## config.mk

```make
export PLATFORM = sky130hd
export DESIGN_NAME = slcd_ctrl
export DESIGN_NICKNAME = d
export VERILOG_FILES = /design/src/hw/slcd_dmem.v /design/src/hw/slcd_ctrl.v
export VERILOG_INCLUDE_DIRS = /design/src /design/src/hw
export SDC_FILE = /design/constraint.sdc
export NUM_CORES = 1
export LEC_CHECK = 0
export BUFFER_PORTS_ARGS = -buffer_cell sky130_fd_sc_hd__clkbuf_2
export CAP_MARGIN = 20
export CORE_MARGIN = 2
export CORE_UTILIZATION = 60
export DETAILED_ROUTE_END_ITERATION = 16
export GPL_TIMING_DRIVEN = 0
export PLACE_DENSITY_LB_ADDON = 0.05
export SYNTH_ARGS = -nofsm -noshare
export SYNTH_HDL_FRONTEND = slang
export SYNTH_HIERARCHICAL = 1
export SYNTH_SLANG_ARGS = --single-unit
```

## constraint.sdc

```tcl
create_clock -name clock -period 12.2 [get_ports clock]
set_clock_uncertainty 0.2 [all_clocks]
set_input_delay 1.22 -clock clock [delete_from_list [all_inputs] [get_ports clock]]
set_output_delay 1.22 -clock clock [all_outputs]
set_load 0.005 [all_outputs]
```

## src/hw/slcd_consts.vh

```
`ifndef SLCD_CONSTS_VH
`define SLCD_CONSTS_VH

// ----------------------------------------
// Register map
// ----------------------------------------
`define SLCD_A_CTRLA     6'h00
`define SLCD_A_CTRLB     6'h01
`define SLCD_A_FRR       6'h02
`define SLCD_A_CCR       6'h03
`define SLCD_A_STAT      6'h04
`define SLCD_A_DMEM_LO   6'h10
`define SLCD_A_DMEM_HI   6'h23
`define SLCD_RST_BYTE    8'h00

// ----------------------------------------
// Field positions
// ----------------------------------------
`define SLCD_B_EN        7
`define SLCD_B_LPW       6
`define SLCD_B_FLAG      4
`define SLCD_B_BLANK     0
`define SLCD_B_ASYNC     7
`define SLCD_B_HALF      6
`define SLCD_F_DUTY      5:4
`define SLCD_F_PMASK     3:0
`define SLCD_F_PS        6:4
`define SLCD_F_CD        2:0
`define SLCD_F_DT        7:5
`define SLCD_F_CC        3:0
`define SLCD_FRR_MASK    8'h77
`define SLCD_CCR_MASK    8'hEF

// ----------------------------------------
// Sizes, levels and timing
// ----------------------------------------
`define SLCD_NDMEM       20
`define SLCD_NSEG        40
`define SLCD_NCOM        4
`define SLCD_LV_0        2'h0
`define SLCD_LV_1        2'h1
`define SLCD_LV_2        2'h2
`define SLCD_LV_3        2'h3
`define SLCD_DUTY_STAT   2'h0
`define SLCD_DRV_SHIFT   2

// ----------------------------------------
// Sleep mode codes
// ----------------------------------------
`define SLCD_SM_ACTIVE   3'h0
`define SLCD_SM_IDLE     3'h1
`define SLCD_SM_ADCNR    3'h2
`define SLCD_SM_PDOWN    3'h3
`define SLCD_SM_PSAVE    3'h4
`define SLCD_SM_STBY     3'h5

`endif

```

## src/hw/slcd_dmem.v

```verilog
`timescale 1ns/1ps
`include "slcd_consts.vh"

module slcd_dmem (
  // System
  input  wire         clock,
  input  wire         rst,
  // Software port
  input  wire         wr_en,
  input  wire [4:0]   wr_idx,
  input  wire [7:0]   wr_data,
  input  wire [4:0]   rd_idx,
  output reg  [7:0]   rd_data,
  // Frame latch
  input  wire         snap,
  output reg  [159:0] frame_bits
);

  reg [7:0] mem_r [0:`SLCD_NDMEM-1];
  integer   i;

  always @(posedge clock or posedge rst) begin
    if (rst) begin
      rd_data    <= `SLCD_RST_BYTE;
      frame_bits <= 160'h0;
      for (i = 0; i < `SLCD_NDMEM; i = i + 1) begin
        mem_r[i] <= `SLCD_RST_BYTE;
      end
    end else begin
      if (wr_en) begin
        mem_r[wr_idx] <= wr_data;
      end
      rd_data <= mem_r[rd_idx];
      // Snapshot sees memory before a write in the same cycle
      if (snap) begin
        for (i = 0; i < `SLCD_NDMEM; i = i + 1) begin
          frame_bits[i*8 +: 8] <= mem_r[i];
        end
      end
    end
  end

endmodule // slcd_dmem

```

## src/hw/slcd_ctrl.v

```verilog
// Implementation choices: the strobed register port and the register addresses.
`timescale 1ns/1ps
`include "slcd_consts.vh"
// Function
// - Clock from system clock; timer oscillator pin when async selected.
// - 12-bit prescaler divides LCD clock by 16 up to 4096.
// - Further divide by 1 to 8 gives the prescaled LCD clock.
// - Memory bit one energises segment, zero leaves it off.
// - On segment opposite phase to common; off segment in phase.
// - Half bias adds one intermediate level, third bias adds two.
// - Frame starts at common 0 using first five latched bytes.
// - Then common 1 with next five bytes, until duty commons done.
// - Memory, blank, waveform, contrast latched before each default-waveform frame.
// - Outputs inhibited until drive voltage reaches target.
// - Buffers on for drive time after transition, then tristated.
// - Multi-common drive time capped at half prescaled period.
// - Low power waveform latches and flags every second frame.
// - Synchronous clock keeps running in Idle and Power-save.
// - Async clock with RC system clock runs in Idle, ADC NR, Power-save.
// - External clock enable selects input buffer instead of crystal.
// - Blank after current frame; all pins to ground, memory kept.
// - Masked segments and unused commons return to port function.
// - Flag set at frame latch; cleared by vector ack or write one.
// - Clearing enable turns LCD off at once, pins to port.
// - Duty select picks static, half, third or quarter commons.
// - Half bias select clear gives third bias, set gives half.

module slcd_ctrl (
  // System
  input  wire         clock,
  input  wire         rst,
  // Register port
  input  wire [5:0]   reg_addr,
  input  wire [7:0]   reg_wdata,
  input  wire         reg_wr,
  input  wire         reg_rd,
  output wire [7:0]   reg_rdata,
  // Clock source
  input  wire         timer_osc_pin,
  input  wire         external_clock_enable,
  input  wire         rc_sysclk,
  output wire         osc_ext_buf_en,
  output wire         osc_xtal_en,
  // Power
  input  wire [2:0]   sleep_mode,
  input  wire         vlcd_ready_pin,
  output wire         io_clock_keep,
  output wire         osc_clock_keep,
  output reg  [3:0]   contrast_level,
  // Frame flag
  input  wire         flag_vector_ack,
  output wire         frame_start_flag,
  // Panel
  output reg          prescaled_lcd_clock,
  output reg  [7:0]   com_level,
  output reg  [3:0]   com_oe,
  output reg  [3:0]   com_lcd_mode,
  output reg  [79:0]  seg_level,
  output reg  [39:0]  seg_oe,
  output reg  [39:0]  seg_lcd_mode
);

  localparam ST_OFF = 1'b0;
  localparam ST_RUN = 1'b1;

  // ----------------------------------------
  // Decode helpers
  // ----------------------------------------
  function [11:0] pre_mask;
    input [2:0] sel;
    begin
      case (sel)
        3'h0:    pre_mask = 12'h00F;
        3'h1:    pre_mask = 12'h03F;
        3'h2:    pre_mask = 12'h07F;
        3'h3:    pre_mask = 12'h0FF;
        3'h4:    pre_mask = 12'h1FF;
        3'h5:    pre_mask = 12'h3FF;
        3'h6:    pre_mask = 12'h7FF;
        default: pre_mask = 12'hFFF;
      endcase
    end
  endfunction

  function [5:0] seg_count;
    input [3:0] pm;
    begin
      case (pm)
        4'h0:    seg_count = 6'h0D;
        4'h1:    seg_count = 6'h0F;
        4'h2:    seg_count = 6'h11;
        4'h3:    seg_count = 6'h13;
        4'h4:    seg_count = 6'h15;
        4'h5:    seg_count = 6'h17;
        4'h6:    seg_count = 6'h18;
        4'h7:    seg_count = 6'h19;
        4'h8:    seg_count = 6'h1B;
        4'h9:    seg_count = 6'h1D;
        4'hA:    seg_count = 6'h1F;
        4'hB:    seg_count = 6'h21;
        4'hC:    seg_count = 6'h23;
        4'hD:    seg_count = 6'h25;
        4'hE:    seg_count = 6'h27;
        default: seg_count = 6'h28;
      endcase
    end
  endfunction

  function [1:0] mirror;
    input [1:0] lv;
    input [1:0] top;
    input       pol;
    begin
      mirror = pol ? lv : top - lv;
    end
  endfunction

  // ----------------------------------------
  // Registers and state
  // ----------------------------------------
  reg         en_r;
  reg         lpw_r;
  reg         blank_r;
  reg         flag_r;
  reg  [7:0]  ctrlb_r;
  reg  [7:0]  frr_r;
  reg  [7:0]  ccr_r;
  reg         osc_s1_r;
  reg         osc_s2_r;
  reg         osc_s3_r;
  reg         vrdy_s1_r;
  reg         vrdy_s2_r;
  reg  [11:0] pre_cnt_r;
  reg  [2:0]  div_cnt_r;
  reg         state_r;
  reg  [1:0]  com_idx_r;
  reg         half_r;
  reg         pol_r;
  reg         odd_r;
  reg         lat_lpw_r;
  reg         lat_blank_r;
  reg         drv_on_r;
  reg  [15:0] drv_cnt_r;
  reg  [7:0]  csr_rdata_r;
  reg         dmem_hit_r;

  wire        async_sel = ctrlb_r[`SLCD_B_ASYNC];
  wire [1:0]  duty      = ctrlb_r[`SLCD_F_DUTY];
  wire        static_m  = (duty == `SLCD_DUTY_STAT);
  wire [2:0]  cd_sel    = frr_r[`SLCD_F_CD];
  wire [11:0] pmask     = pre_mask(frr_r[`SLCD_F_PS]);
  wire [5:0]  nseg      = seg_count(ctrlb_r[`SLCD_F_PMASK]);
  wire        run       = (state_r == ST_RUN);
  wire        dmem_hit  = (reg_addr >= `SLCD_A_DMEM_LO) &&
                          (reg_addr <= `SLCD_A_DMEM_HI);
  wire [5:0]  dmem_off  = reg_addr - `SLCD_A_DMEM_LO;
  wire [7:0]  dmem_rd;
  wire [159:0] fbits;

  // ----------------------------------------
  // Clock source and prescaler
  // ----------------------------------------
  // clock source select
  wire lcd_tick = async_sel ? (osc_s2_r & ~osc_s3_r) : 1'b1;
  assign osc_ext_buf_en = async_sel & external_clock_enable;
  assign osc_xtal_en    = async_sel & ~external_clock_enable;

  wire pre_tick = lcd_tick && ((pre_cnt_r & pmask) == pmask);
  wire ps_tick  = pre_tick && (div_cnt_r == cd_sel);

  // Synchronous counter stands in for the ripple chain: same taps, no skew
  always @(posedge clock or posedge rst) begin
    if (rst) begin
      osc_s1_r            <= 1'b0;
      osc_s2_r            <= 1'b0;
      osc_s3_r            <= 1'b0;
      vrdy_s1_r           <= 1'b0;
      vrdy_s2_r           <= 1'b0;
      pre_cnt_r           <= 12'h000;
      div_cnt_r           <= 3'h0;
      prescaled_lcd_clock <= 1'b0;
    end else begin
      osc_s1_r  <= timer_osc_pin;
      osc_s2_r  <= osc_s1_r;
      osc_s3_r  <= osc_s2_r;
      vrdy_s1_r <= vlcd_ready_pin;
      vrdy_s2_r <= vrdy_s1_r;
      if (!en_r) begin
        pre_cnt_r           <= 12'h000;
        div_cnt_r           <= 3'h0;
        prescaled_lcd_clock <= 1'b0;
      end else begin
        if (lcd_tick) begin
          pre_cnt_r <= pre_cnt_r + 12'h001;
        end
        if (ps_tick) begin
          div_cnt_r           <= 3'h0;
          prescaled_lcd_clock <= ~prescaled_lcd_clock;
        end else if (pre_tick) begin
          div_cnt_r <= div_cnt_r + 3'h1;
        end
      end
    end
  end

  // ----------------------------------------
  // Frame sequencer
  // ----------------------------------------
  // Default waveform spends two phases per common; low power spends one
  wire phase_end = lat_lpw_r | half_r;
  wire frame_end = run && ps_tick && phase_end && (com_idx_r == duty);
  // latch every second frame in low power mode
  wire do_latch  = (!run && en_r && lcd_tick) ||
                   (frame_end && (!lat_lpw_r || odd_r));
  wire eff_pol   = lat_lpw_r ? pol_r : ~half_r;

  always @(posedge clock or posedge rst) begin
    if (rst) begin
      state_r     <= ST_OFF;
      com_idx_r   <= 2'h0;
      half_r      <= 1'b0;
      pol_r       <= 1'b1;
      odd_r       <= 1'b0;
      lat_lpw_r   <= 1'b0;
      lat_blank_r <= 1'b0;
      contrast_level <= 4'h0;
    end else begin
      if (do_latch) begin
        lat_lpw_r      <= lpw_r;
        lat_blank_r    <= blank_r;
        contrast_level <= ccr_r[`SLCD_F_CC];
      end
      case (state_r)
        ST_OFF: begin
          com_idx_r <= 2'h0;
          half_r    <= 1'b0;
          pol_r     <= 1'b1;
          odd_r     <= 1'b0;
          if (en_r && lcd_tick) begin
            state_r <= ST_RUN;
          end
        end
        ST_RUN: begin
          if (!en_r) begin
            state_r <= ST_OFF;
          end else if (ps_tick) begin
            if (!phase_end) begin
              half_r <= 1'b1;
            end else begin
              half_r <= 1'b0;
              if (com_idx_r == duty) begin
                com_idx_r <= 2'h0;
                odd_r     <= ~do_latch;
                pol_r     <= do_latch;
              end else begin
                com_idx_r <= com_idx_r + 2'h1;
              end
            end
          end
        end
        default: state_r <= ST_OFF;
      endcase
    end
  end

  // ----------------------------------------
  // Drive window
  // ----------------------------------------
  wire [15:0] ps_period = ({4'h0, pmask} + 16'h0001) * ({13'h0000, cd_sel} + 16'h0001);
  wire [15:0] drv_want  = {12'h000, 1'b0, ccr_r[`SLCD_F_DT]} + 16'h0001;
  wire [15:0] drv_tgt   = drv_want << `SLCD_DRV_SHIFT;
  wire [15:0] half_per  = ps_period >> 1;
  wire [15:0] drv_lim   = (!static_m && half_per < drv_tgt) ? half_per : drv_tgt;

  always @(posedge clock or posedge rst) begin
    if (rst) begin
      drv_on_r  <= 1'b0;
      drv_cnt_r <= 16'h0000;
    end else if (!en_r) begin
      drv_on_r  <= 1'b0;
      drv_cnt_r <= 16'h0000;
    end else if ((run && ps_tick) || (!run && lcd_tick)) begin
      drv_on_r  <= 1'b1;
      drv_cnt_r <= 16'h0000;
    end else if (drv_on_r && lcd_tick) begin
      if (drv_cnt_r + 16'h0001 >= drv_lim) begin
        drv_on_r <= 1'b0;
      end
      drv_cnt_r <= drv_cnt_r + 16'h0001;
    end
  end

  // ----------------------------------------
  // Pin levels
  // ----------------------------------------
  // bias choice sets the top level
  wire [1:0] top    = (static_m || !ctrlb_r[`SLCD_B_HALF]) ? `SLCD_LV_3 : `SLCD_LV_2;
  wire [1:0] com_un = static_m ? `SLCD_LV_0 : `SLCD_LV_1;
  wire [1:0] seg_of = static_m ? top : `SLCD_LV_2;
  // inhibit until drive voltage ready
  // Enable gates too, so buffers drop in the same cycle the pins go back to port
  wire       pin_oe = run && en_r && vrdy_s2_r && (lat_blank_r || drv_on_r);

  genvar g;
  generate
    for (g = 0; g < `SLCD_NCOM; g = g + 1) begin : g_com
      always @(posedge clock or posedge rst) begin
        if (rst) begin
          com_level[g*2 +: 2] <= `SLCD_LV_0;
          com_oe[g]           <= 1'b0;
          com_lcd_mode[g]     <= 1'b0;
        end else begin
          if (lat_blank_r) begin
            com_level[g*2 +: 2] <= `SLCD_LV_0;
          end else if (com_idx_r == g) begin
            com_level[g*2 +: 2] <= mirror(top, top, eff_pol);
          end else begin
            com_level[g*2 +: 2] <= mirror(com_un, top, eff_pol);
          end
          com_oe[g] <= pin_oe && (g <= duty);
          com_lcd_mode[g] <= en_r && (g <= duty);
        end
      end
    end
    for (g = 0; g < `SLCD_NSEG; g = g + 1) begin : g_seg
      always @(posedge clock or posedge rst) begin
        if (rst) begin
          seg_level[g*2 +: 2] <= `SLCD_LV_0;
          seg_oe[g]           <= 1'b0;
          seg_lcd_mode[g]     <= 1'b0;
        end else begin
          if (lat_blank_r) begin
            seg_level[g*2 +: 2] <= `SLCD_LV_0;
          end else if (fbits[com_idx_r*`SLCD_NSEG + g]) begin
            seg_level[g*2 +: 2] <= mirror(`SLCD_LV_0, top, eff_pol);
          end else begin
            seg_level[g*2 +: 2] <= mirror(seg_of, top, eff_pol);
          end
          seg_oe[g] <= pin_oe && (g < nseg);
          seg_lcd_mode[g] <= en_r && (g < nseg);
        end
      end
    end
  endgenerate

  // ----------------------------------------
  // Sleep hand-off
  // ----------------------------------------
  // synchronous source kept in idle and power-save
  assign io_clock_keep  = en_r && !async_sel &&
                          (sleep_mode == `SLCD_SM_ACTIVE ||
                           sleep_mode == `SLCD_SM_IDLE ||
                           sleep_mode == `SLCD_SM_PSAVE);
  // async source kept in idle, ADC noise reduction, power-save only with RC system clock
  assign osc_clock_keep = en_r && async_sel &&
                          (sleep_mode == `SLCD_SM_ACTIVE ||
                           (rc_sysclk && (sleep_mode == `SLCD_SM_IDLE ||
                                          sleep_mode == `SLCD_SM_ADCNR ||
                                          sleep_mode == `SLCD_SM_PSAVE)));

  // ----------------------------------------
  // Register port
  // ----------------------------------------
  wire wr_a    = reg_wr && (reg_addr == `SLCD_A_CTRLA);
  wire flag_clr = flag_vector_ack || (wr_a && reg_wdata[`SLCD_B_FLAG]);
  assign frame_start_flag = flag_r;
  assign reg_rdata        = dmem_hit_r ? dmem_rd : csr_rdata_r;

  always @(posedge clock or posedge rst) begin
    if (rst) begin
      en_r        <= 1'b0;
      lpw_r       <= 1'b0;
      blank_r     <= 1'b0;
      flag_r      <= 1'b0;
      ctrlb_r     <= `SLCD_RST_BYTE;
      frr_r       <= `SLCD_RST_BYTE;
      ccr_r       <= `SLCD_RST_BYTE;
      csr_rdata_r <= `SLCD_RST_BYTE;
      dmem_hit_r  <= 1'b0;
    end else begin
      flag_r <= do_latch | (flag_r & ~flag_clr);
      if (wr_a) begin
        en_r    <= reg_wdata[`SLCD_B_EN];
        lpw_r   <= reg_wdata[`SLCD_B_LPW];
        blank_r <= reg_wdata[`SLCD_B_BLANK];
      end
      if (reg_wr && reg_addr == `SLCD_A_CTRLB) begin
        ctrlb_r <= reg_wdata;
      end
      if (reg_wr && reg_addr == `SLCD_A_FRR) begin
        frr_r <= reg_wdata & `SLCD_FRR_MASK;
      end
      if (reg_wr && reg_addr == `SLCD_A_CCR) begin
        ccr_r <= reg_wdata & `SLCD_CCR_MASK;
      end
      dmem_hit_r  <= reg_rd && dmem_hit;
      csr_rdata_r <= `SLCD_RST_BYTE;
      if (reg_rd) begin
        case (reg_addr)
          `SLCD_A_CTRLA: csr_rdata_r <= {en_r, lpw_r, 1'b0, flag_r, 3'h0, blank_r};
          `SLCD_A_CTRLB: csr_rdata_r <= ctrlb_r;
          `SLCD_A_FRR:   csr_rdata_r <= frr_r;
          `SLCD_A_CCR:   csr_rdata_r <= ccr_r;
          `SLCD_A_STAT:  csr_rdata_r <= {run, lat_blank_r, lat_lpw_r, drv_on_r,
                                         com_idx_r, eff_pol, vrdy_s2_r};
          default:       csr_rdata_r <= `SLCD_RST_BYTE;
        endcase
      end
    end
  end

  // writes accepted any time; frame uses the snapshot
  slcd_dmem u_dmem (
    .clock      (clock),
    .rst        (rst),
    .wr_en      (reg_wr && dmem_hit),
    .wr_idx     (dmem_off[4:0]),
    .wr_data    (reg_wdata),
    .rd_idx     (dmem_off[4:0]),
    .rd_data    (dmem_rd),
    .snap       (do_latch),
    .frame_bits (fbits)
  );

endmodule // slcd_ctrl

```

==> results of run 1 <==
-- state kept, by name, indices dropped and copies added, names as in the netlist, 2 cells and up --
name	flops
ccr_r	7
com_idx_r	2
com_lcd_mode	4
com_level	8
com_oe	4
contrast_level	4
csr_rdata_r	8
ctrlb_r	8
div_cnt_r	3
drv_cnt_r	16
frr_r	6
pre_cnt_r	12
seg_lcd_mode	40
seg_level	80
seg_oe	40
u_dmem/frame_bits	160
u_dmem/mem_r	160
u_dmem/rd_data	8
-- worst max-delay path by stage --
stage	start	end	slack (ns)	depth (start not counted)
3_5_place_dp	frr_r[6]	drv_on_r	6.16	25
6_report	frr_r[6]	drv_on_r	6.15	25
3_3_place_gp	rst	u_dmem/frame_bits[154]	-1.47	2
4_1_cts	frr_r[6]	drv_on_r	6.11	25
5_1_grt	frr_r[6]	drv_on_r	5.76	25
2_1_floorplan	rst	u_dmem/frame_bits[0]	1.70	1
-- report_power, final --
part           switching [mW]  internal (mW)  total (mW)
clock network           0.785           1.10        1.89
registers               0.351           2.30        2.65
logic                   0.759          0.652        1.41
-- routing by layer --
metal | wire length, um | GRT usage
met4 | 5252 | 0.1802
met3 | 7434 | 0.07736
met1 | 35870 | 0.4767
met5 | 0 | 0
met2 | 44710 | 0.6017
-- final cells by class --
cell class	count	area (um2)	area share
flip-flops and latches	588	14720	0.4356
multi-input cells	1473	14110	0.4176
clock buffers	74	1563	0.04626
repair buffers	222	1179	0.03489
well taps	664	830.8	0.02459
plain buffers	145	721.9	0.02137
clock inverters	34	460.4	0.01363
inverters	50	202.7	0.006000
diodes	1	2.502	0.00007407
-- cell families (layout without fill, tap and decap cells) --
group / after synthesis / count (layout) / share of synthesized area
buffers and inverters: 195 / 525 / 0.03062
other: 1 / 10 / 0.0001262
AO/OA/AOI/OAI: 246 / 246 / 0.05295
AND/OR/NAND/NOR: 443 / 443 / 0.06925
multiplexers: 636 / 636 / 0.3000
XOR/XNOR: 79 / 79 / 0.02355
adder cells (fa/ha/maj): 60 / 60 / 0.02805
flip-flops: 588 / 588 / 0.4954
-- placed cells by master, fill, tap and decap left out, drive strengths merged, types with 5 or more instances in the layout --
| cell | count |
|---|---|
| dfrtp | 587 |
| mux2 | 384 |
| clkbuf | 377 |
| nor2 | 194 |
| mux4 | 160 |
| nand2 | 120 |
| mux2i | 92 |
| a21oi | 80 |
| o21ai | 71 |
| buf | 64 |
| xnor2 | 52 |
| ha | 49 |
| inv | 48 |
| xor2 | 27 |
| nor3 | 25 |
| clkinv | 23 |
| a22oi | 18 |
| nand3 | 16 |
| nand2b | 13 |
| and2 | 13 |
| fa | 11 |
| a211oi | 11 |
| or3 | 10 |
| nor2b | 9 |
| conb | 9 |
| bufinv | 9 |
| a221oi | 8 |
| a222oi | 8 |
| and3 | 8 |
| a31oi | 7 |
| nand4 | 7 |
| o21a | 7 |
| nor3b | 6 |
| nor4 | 6 |
| or2 | 6 |
| a21o | 5 |
| a21boi | 5 |
==> out/metrics.yaml, run 1 <==
async_flop_share: 1.000
fp.dieArea_um2: 51300
insertion_delay_ns: 0.65
overflow: 0
worst-path-max-fanout: 10
layoutNonFillerInstCount: 3251
reg2reg_from: "frr_r[6]"
r2r_slack_ns: 6.15
timing.hold.ws_ns: 0.1506
hold_path_end: "osc_s2_r"
grt_pass1_vias: 20930
ys.flop_type: "dfrtp_1"
finalSetupViolations: 0
cts-buffers-inserted: 59
drcViolationCount: 0
globalplace.congestion: 1.049
finalNetCount: 2625
finalSetupTns_ns: 0
crit_top_cell: "ha_1"
final_util: 0.6902
vias: 20930
finalPower_mw: 5.952
hpwl_um: 70820
numClockSinks: 588
postRouteAntennaNets: 0
tightest_slew_ns: 1.077
die_x_um: 226.5
peakVddDrop_uv: 161.2
antenna_found_initial: 2
fin_crit_ns: 6.051
start_util: 0.6068
synth_warnings: 6
critPathKind: "flop to flop"
cts_root_buf: "clkbuf_16"
yosysSeqAreaShare: 0.4954
dpl_cell_area_um2: 31760
maxCapViolations: 0
cts_tree: "built"
post_drt_via_cell_ratio: 6.439
synthesis.area_um2: 29700
synth.most_common_cell: "dfrtp_1"
die_h_um: 226.5
routedWlPerCell_um: 28.69
cp_num_buf_inv: 4
worst_setup_path_end_kind: "flop"
cpPeakStageDelay_ns: 0.53
netlist_top_cells_count: "dfrtp_1, mux2_2, nor2_1"
drt_iter0_drc: 1863
p_leak_nw: 15.78
hold_violations: 0
netlist.area_leader.share: 0.4945
crit_arrival_ns: 6.42
clk_pin_slew_ns: 0.07
cp.required_ns: 12.57
hold_start: "osc_s1_r"
r2r-end: "drv_on_r"
critPathSlowestCell: "fa_1"
holdPathStages: 0
synth-seq-cells: 588
cpLargestDelayFamily: "compound AO/OA/AOI/OAI gates"
yosysUniqueCellTypes: 87
stdcell_area_um2: 33780
htreeDepth: 2
syn_area_per_cell_um2: 13.21
dpl.cell_count: 3142
reg2reg_depth: 25
cts.path.max_buffers: 3
fillerInstances: 3535
startpoint_type: "flop"
final.setup.worst_slack_ns: 6.149
grt_max_degree: 135
post-route-period-util: 0.4960
status: "completed"
synthTopCellsByArea: "dfrtp_1, mux2_2, mux4_2, mux2i_1, nor2_1"
holdBufCountCts: 0
hp-class: "flop to flop"
place_ws_ns: 6.162
first_pass_iters: 8
cts_resized: 0
area_delta_synth_final_pct: 13.74
drive_above_1_share: 0.3658
synth_top_cell_by_area: "dfrtp_1"
io_buffers: 219
fmax_ghz: 0.1652
cellPowerDensity_nw_per_um2: 176.2
postSynthCellCount: 2248
post_cts_buffers: 0
core-area_um2: 48950
rsz0062_at_grt: "false"
synth_edf_count: 0
fp-row-count: 81
grt_usage: 0.3700
grt_pass1_wl_um: 137000
num_io_pins: 220
drt_wl_total_um: 93270
slew_viol_final: 0
slew_headroom: 0.2822
Note: power is estimated with default switching activity, not from simulation.
==> run 2, diff against run 1 <==
ABC_AREA = 1   (was default)
clock period = 5.7 ns   (was 12.2 ns; I/O delays follow)
==> run 2 against run 1 <==
Effect of this change:
- critical path depth shrank 11
- non-clock buffer count grew 83
- critical endpoint is now seg_level[62]
- largest power group unchanged
- count of clock-buffer cells in the layout grew 17
- critical path type unchanged
==> out/metrics.yaml, run 2 <==
status: "completed"
startpoint_type: "flop"
postRouteAntennaNets: 0  # unchanged
drcViolationCount: 0  # unchanged
final_util: 0.6938  # +0.003613
grt_usage: 0.4467  # +0.07668
finalSetupViolations: 0  # unchanged
cp_num_buf_inv: 7  # +3
fillerInstances: 4145  # +17%
syn_area_per_cell_um2: 7.825  # -41%
yosys.area_share.simple: 0.2380  # +0.1687
synthMuxAreaShare: 0.01756  # -0.2825
cp_cell_sequence: "buf_2 > clkinv_1 > buf_2 > buf_1 > ha_1 > buf_2 > inv_1 > buf_2 > nor2_1 > a22oi_1 > a31oi_1 > a21oi_1 > o21ai_0 > nor2_1"
postSynthCellCount: 3862  # +72%
io_buffers: 219  # unchanged
ys.flop_type: "dfrtp_1"
synthesis.area_um2: 30220  # +1.7%
final.setup.worst_slack_ns: 0.1222  # -6.026 ns
synth_compound_gate_area_share: 0.1435  # +0.09056
hold_violations: 0  # unchanged
finalNetCount: 4258  # +62%
reg2reg_from: "com_idx_r[1]"
post-route-period-util: 0.9786  # +0.4825
p_leak_nw: 17.37  # +10%
vias: 29920  # +43%
htreeDepth: 2  # unchanged
synth_xor_area_frac: 0.006956  # -0.01659
cpLargestDelayFamily: "buffers and inverters"
clk_pin_slew_ns: 0.06  # about the same
critPathSlowestCell: "nor2_1"
hold_start: "flag_vector_ack"
synth-seq-cells: 588  # unchanged
routedWlPerCell_um: 24.08  # -16%
place_ws_ns: -0.4687  # -6.631 ns
cpPeakStageDelay_ns: 0.67  # +0.14 ns
cts_tree: "built"
die_h_um: 228.4  # +0.85%
synth.most_common_cell: "nand2_1"
critPathKind: "flop to flop"
netlist.area_leader.share: 0.4861  # -0.008436
synthTopCellsByArea: "dfrtp_1, nand2_1, o21ai_0, a21oi_1, nor2_1"
async_flop_share: 1.000  # unchanged
fp.dieArea_um2: 52180  # +1.7%
netlist_top_cells_count: "nand2_1, dfrtp_1, o21ai_0"
crit_arrival_ns: 5.85  # -0.57 ns
grt_pass1_vias: 27970  # +34%
cts.path.max_buffers: 3  # unchanged
r2r_slack_ns: 0.12  # -6.03 ns
area_delta_synth_final_pct: 14.71
ff_latch_area_um2: 14720  # about the same
worst_setup_path_end_kind: "flop"
cts-buffers-inserted: 58  # -1.7%
cts_root_buf: "clkbuf_16"
finalSetupTns_ns: 0  # unchanged
drive_above_1_share: 0.1282  # -0.2376
cellPowerDensity_nw_per_um2: 434.1  # +150%
maxCapViolations: 0  # unchanged
hold_path_end: "frame_start_flag"
cp.required_ns: 5.97  # -6.60 ns
core-area_um2: 49970  # +2.1%
die_x_um: 228.4  # +0.85%
r2r-end: "seg_level[62]"
reg2reg_depth: 14  # -44%
first_pass_iters: 8  # unchanged
holdPathStages: 2  # +2
synth_top_family_by_area: "simple AND/OR/NAND/NOR gates"
drt_iter0_drc: 4182  # +120%
hp-class: "input pin to flop"
grt_max_degree: 44  # -67%
slew_headroom: 0.1468  # -0.1354
num_io_pins: 220  # unchanged
hpwl_um: 88850  # +25%
insertion_delay_ns: 0.66  # about the same
layout_common_cells: "nand2_1, dfrtp_1, o21ai_0"
start_util: 0.6048  # -0.002006
multi_input_area_um2: 13240  # -6.2%
fin_crit_ns: 5.578  # -0.4736 ns
crit_top_cell: "buf_2"
numClockSinks: 588  # unchanged
slew_viol_final: 0  # unchanged
reg_top3: "u_dmem/frame_bits x160, u_dmem/mem_r x160, seg_level x80"
post_drt_via_cell_ratio: 6.114  # -5.0%
synth_top_cell_by_area: "dfrtp_1"
peakVddDrop_uv: 360.2  # +120%
synth_warnings: 6  # unchanged
yosysSeqAreaShare: 0.4870  # -0.008451
fmax_ghz: 0.1793  # +8.5%
worst-path-max-fanout: 12  # +2
fp-row-count: 82  # +1.2%
overflow: 0  # unchanged
timing.hold.ws_ns: 0.03046  # -0.1202 ns
synth_edf_count: 0  # unchanged
grt_pass1_wl_um: 174100  # +27%
final_common_cell: "nand2_1"
tightest_slew_ns: 1.280  # +0.2031 ns
synthAdderAreaFrac: 0.02758  # -0.0004786
globalplace.congestion: 1.083  # +3.3%
yosysUniqueCellTypes: 58  # -33%
antenna_found_initial: 1  # -1
drt_wl_total_um: 117900  # +26%
[run 2: kinds of logic after synthesis]
group	after synthesis
AOI/OAI and AO/OA	810
buffers and inverters	577
DFF	588
adders and majority gates	60
and+or+nand+nor	1753
muxes	49
xor gates and xnor gates	24
other	1
[run 2: cell type report]
class / instances / share of cell area
sequential: 588 / 0.4246
multi-input combinational: 2705 / 0.3818
clock buffer: 91 / 0.05093
timing repair buffer: 242 / 0.04230
inverter: 369 / 0.04032
buffer: 208 / 0.02924
tap: 672 / 0.02426
clock inverter: 18 / 0.006461
antenna: 1 / 0.00007219
[run 2: routing by layer]
layer | GRT usage | vias to the layer above | routed length, um
li1 | - | 13110 | -
met5 | 0 | - | 0
met2 | 0.6744 | 2013 | 51430
met4 | 0.2337 | 0 | 7382
met3 | 0.1143 | 397 | 14210
met1 | 0.5985 | 14400 | 44820
[run 2: how the worst max path moves through the flow]
stage	start	end	slack, ns	depth (start not counted)
global placement	rst	u_dmem/mem_r[52]	-1.29	2
floorplan	rst	u_dmem/frame_bits[0]	0.55	1
finish	com_idx_r[1]	seg_level[62]	0.12	14
detailed placement	frr_r[5]	drv_on_r	-0.47	30
global route	frr_r[4]	drv_on_r	-0.009	32
CTS	frr_r[5]	drv_on_r	0.06	32
[run 2: metrics by stage]
stage          power, mW  area, um2  std cells
3_3_place_gp       10.71      32190       4761
5_1_grt            15.66      34660       4893
6_report           15.05      34660       4894
4_1_cts            14.79      34540       4889
2_1_floorplan      8.698      30260       3870
3_5_place_dp       10.83      32490       4776
[run 2: what timing repair did]
action,4_1_cts,5_1_grt
setup endpoints to repair,1,1
hold buffers,4,0
hold endpoints to repair,81,0
gates resized for setup,11,19
pin swaps,0,1
buffers inserted,0,3
[run 2: power by group]
part	switching, mW	internal (mW)	leakage [nW]
clock network	1.72	2.23	0.969
registers	0.927	5.26	7.46
logic	3.36	1.55	8.95
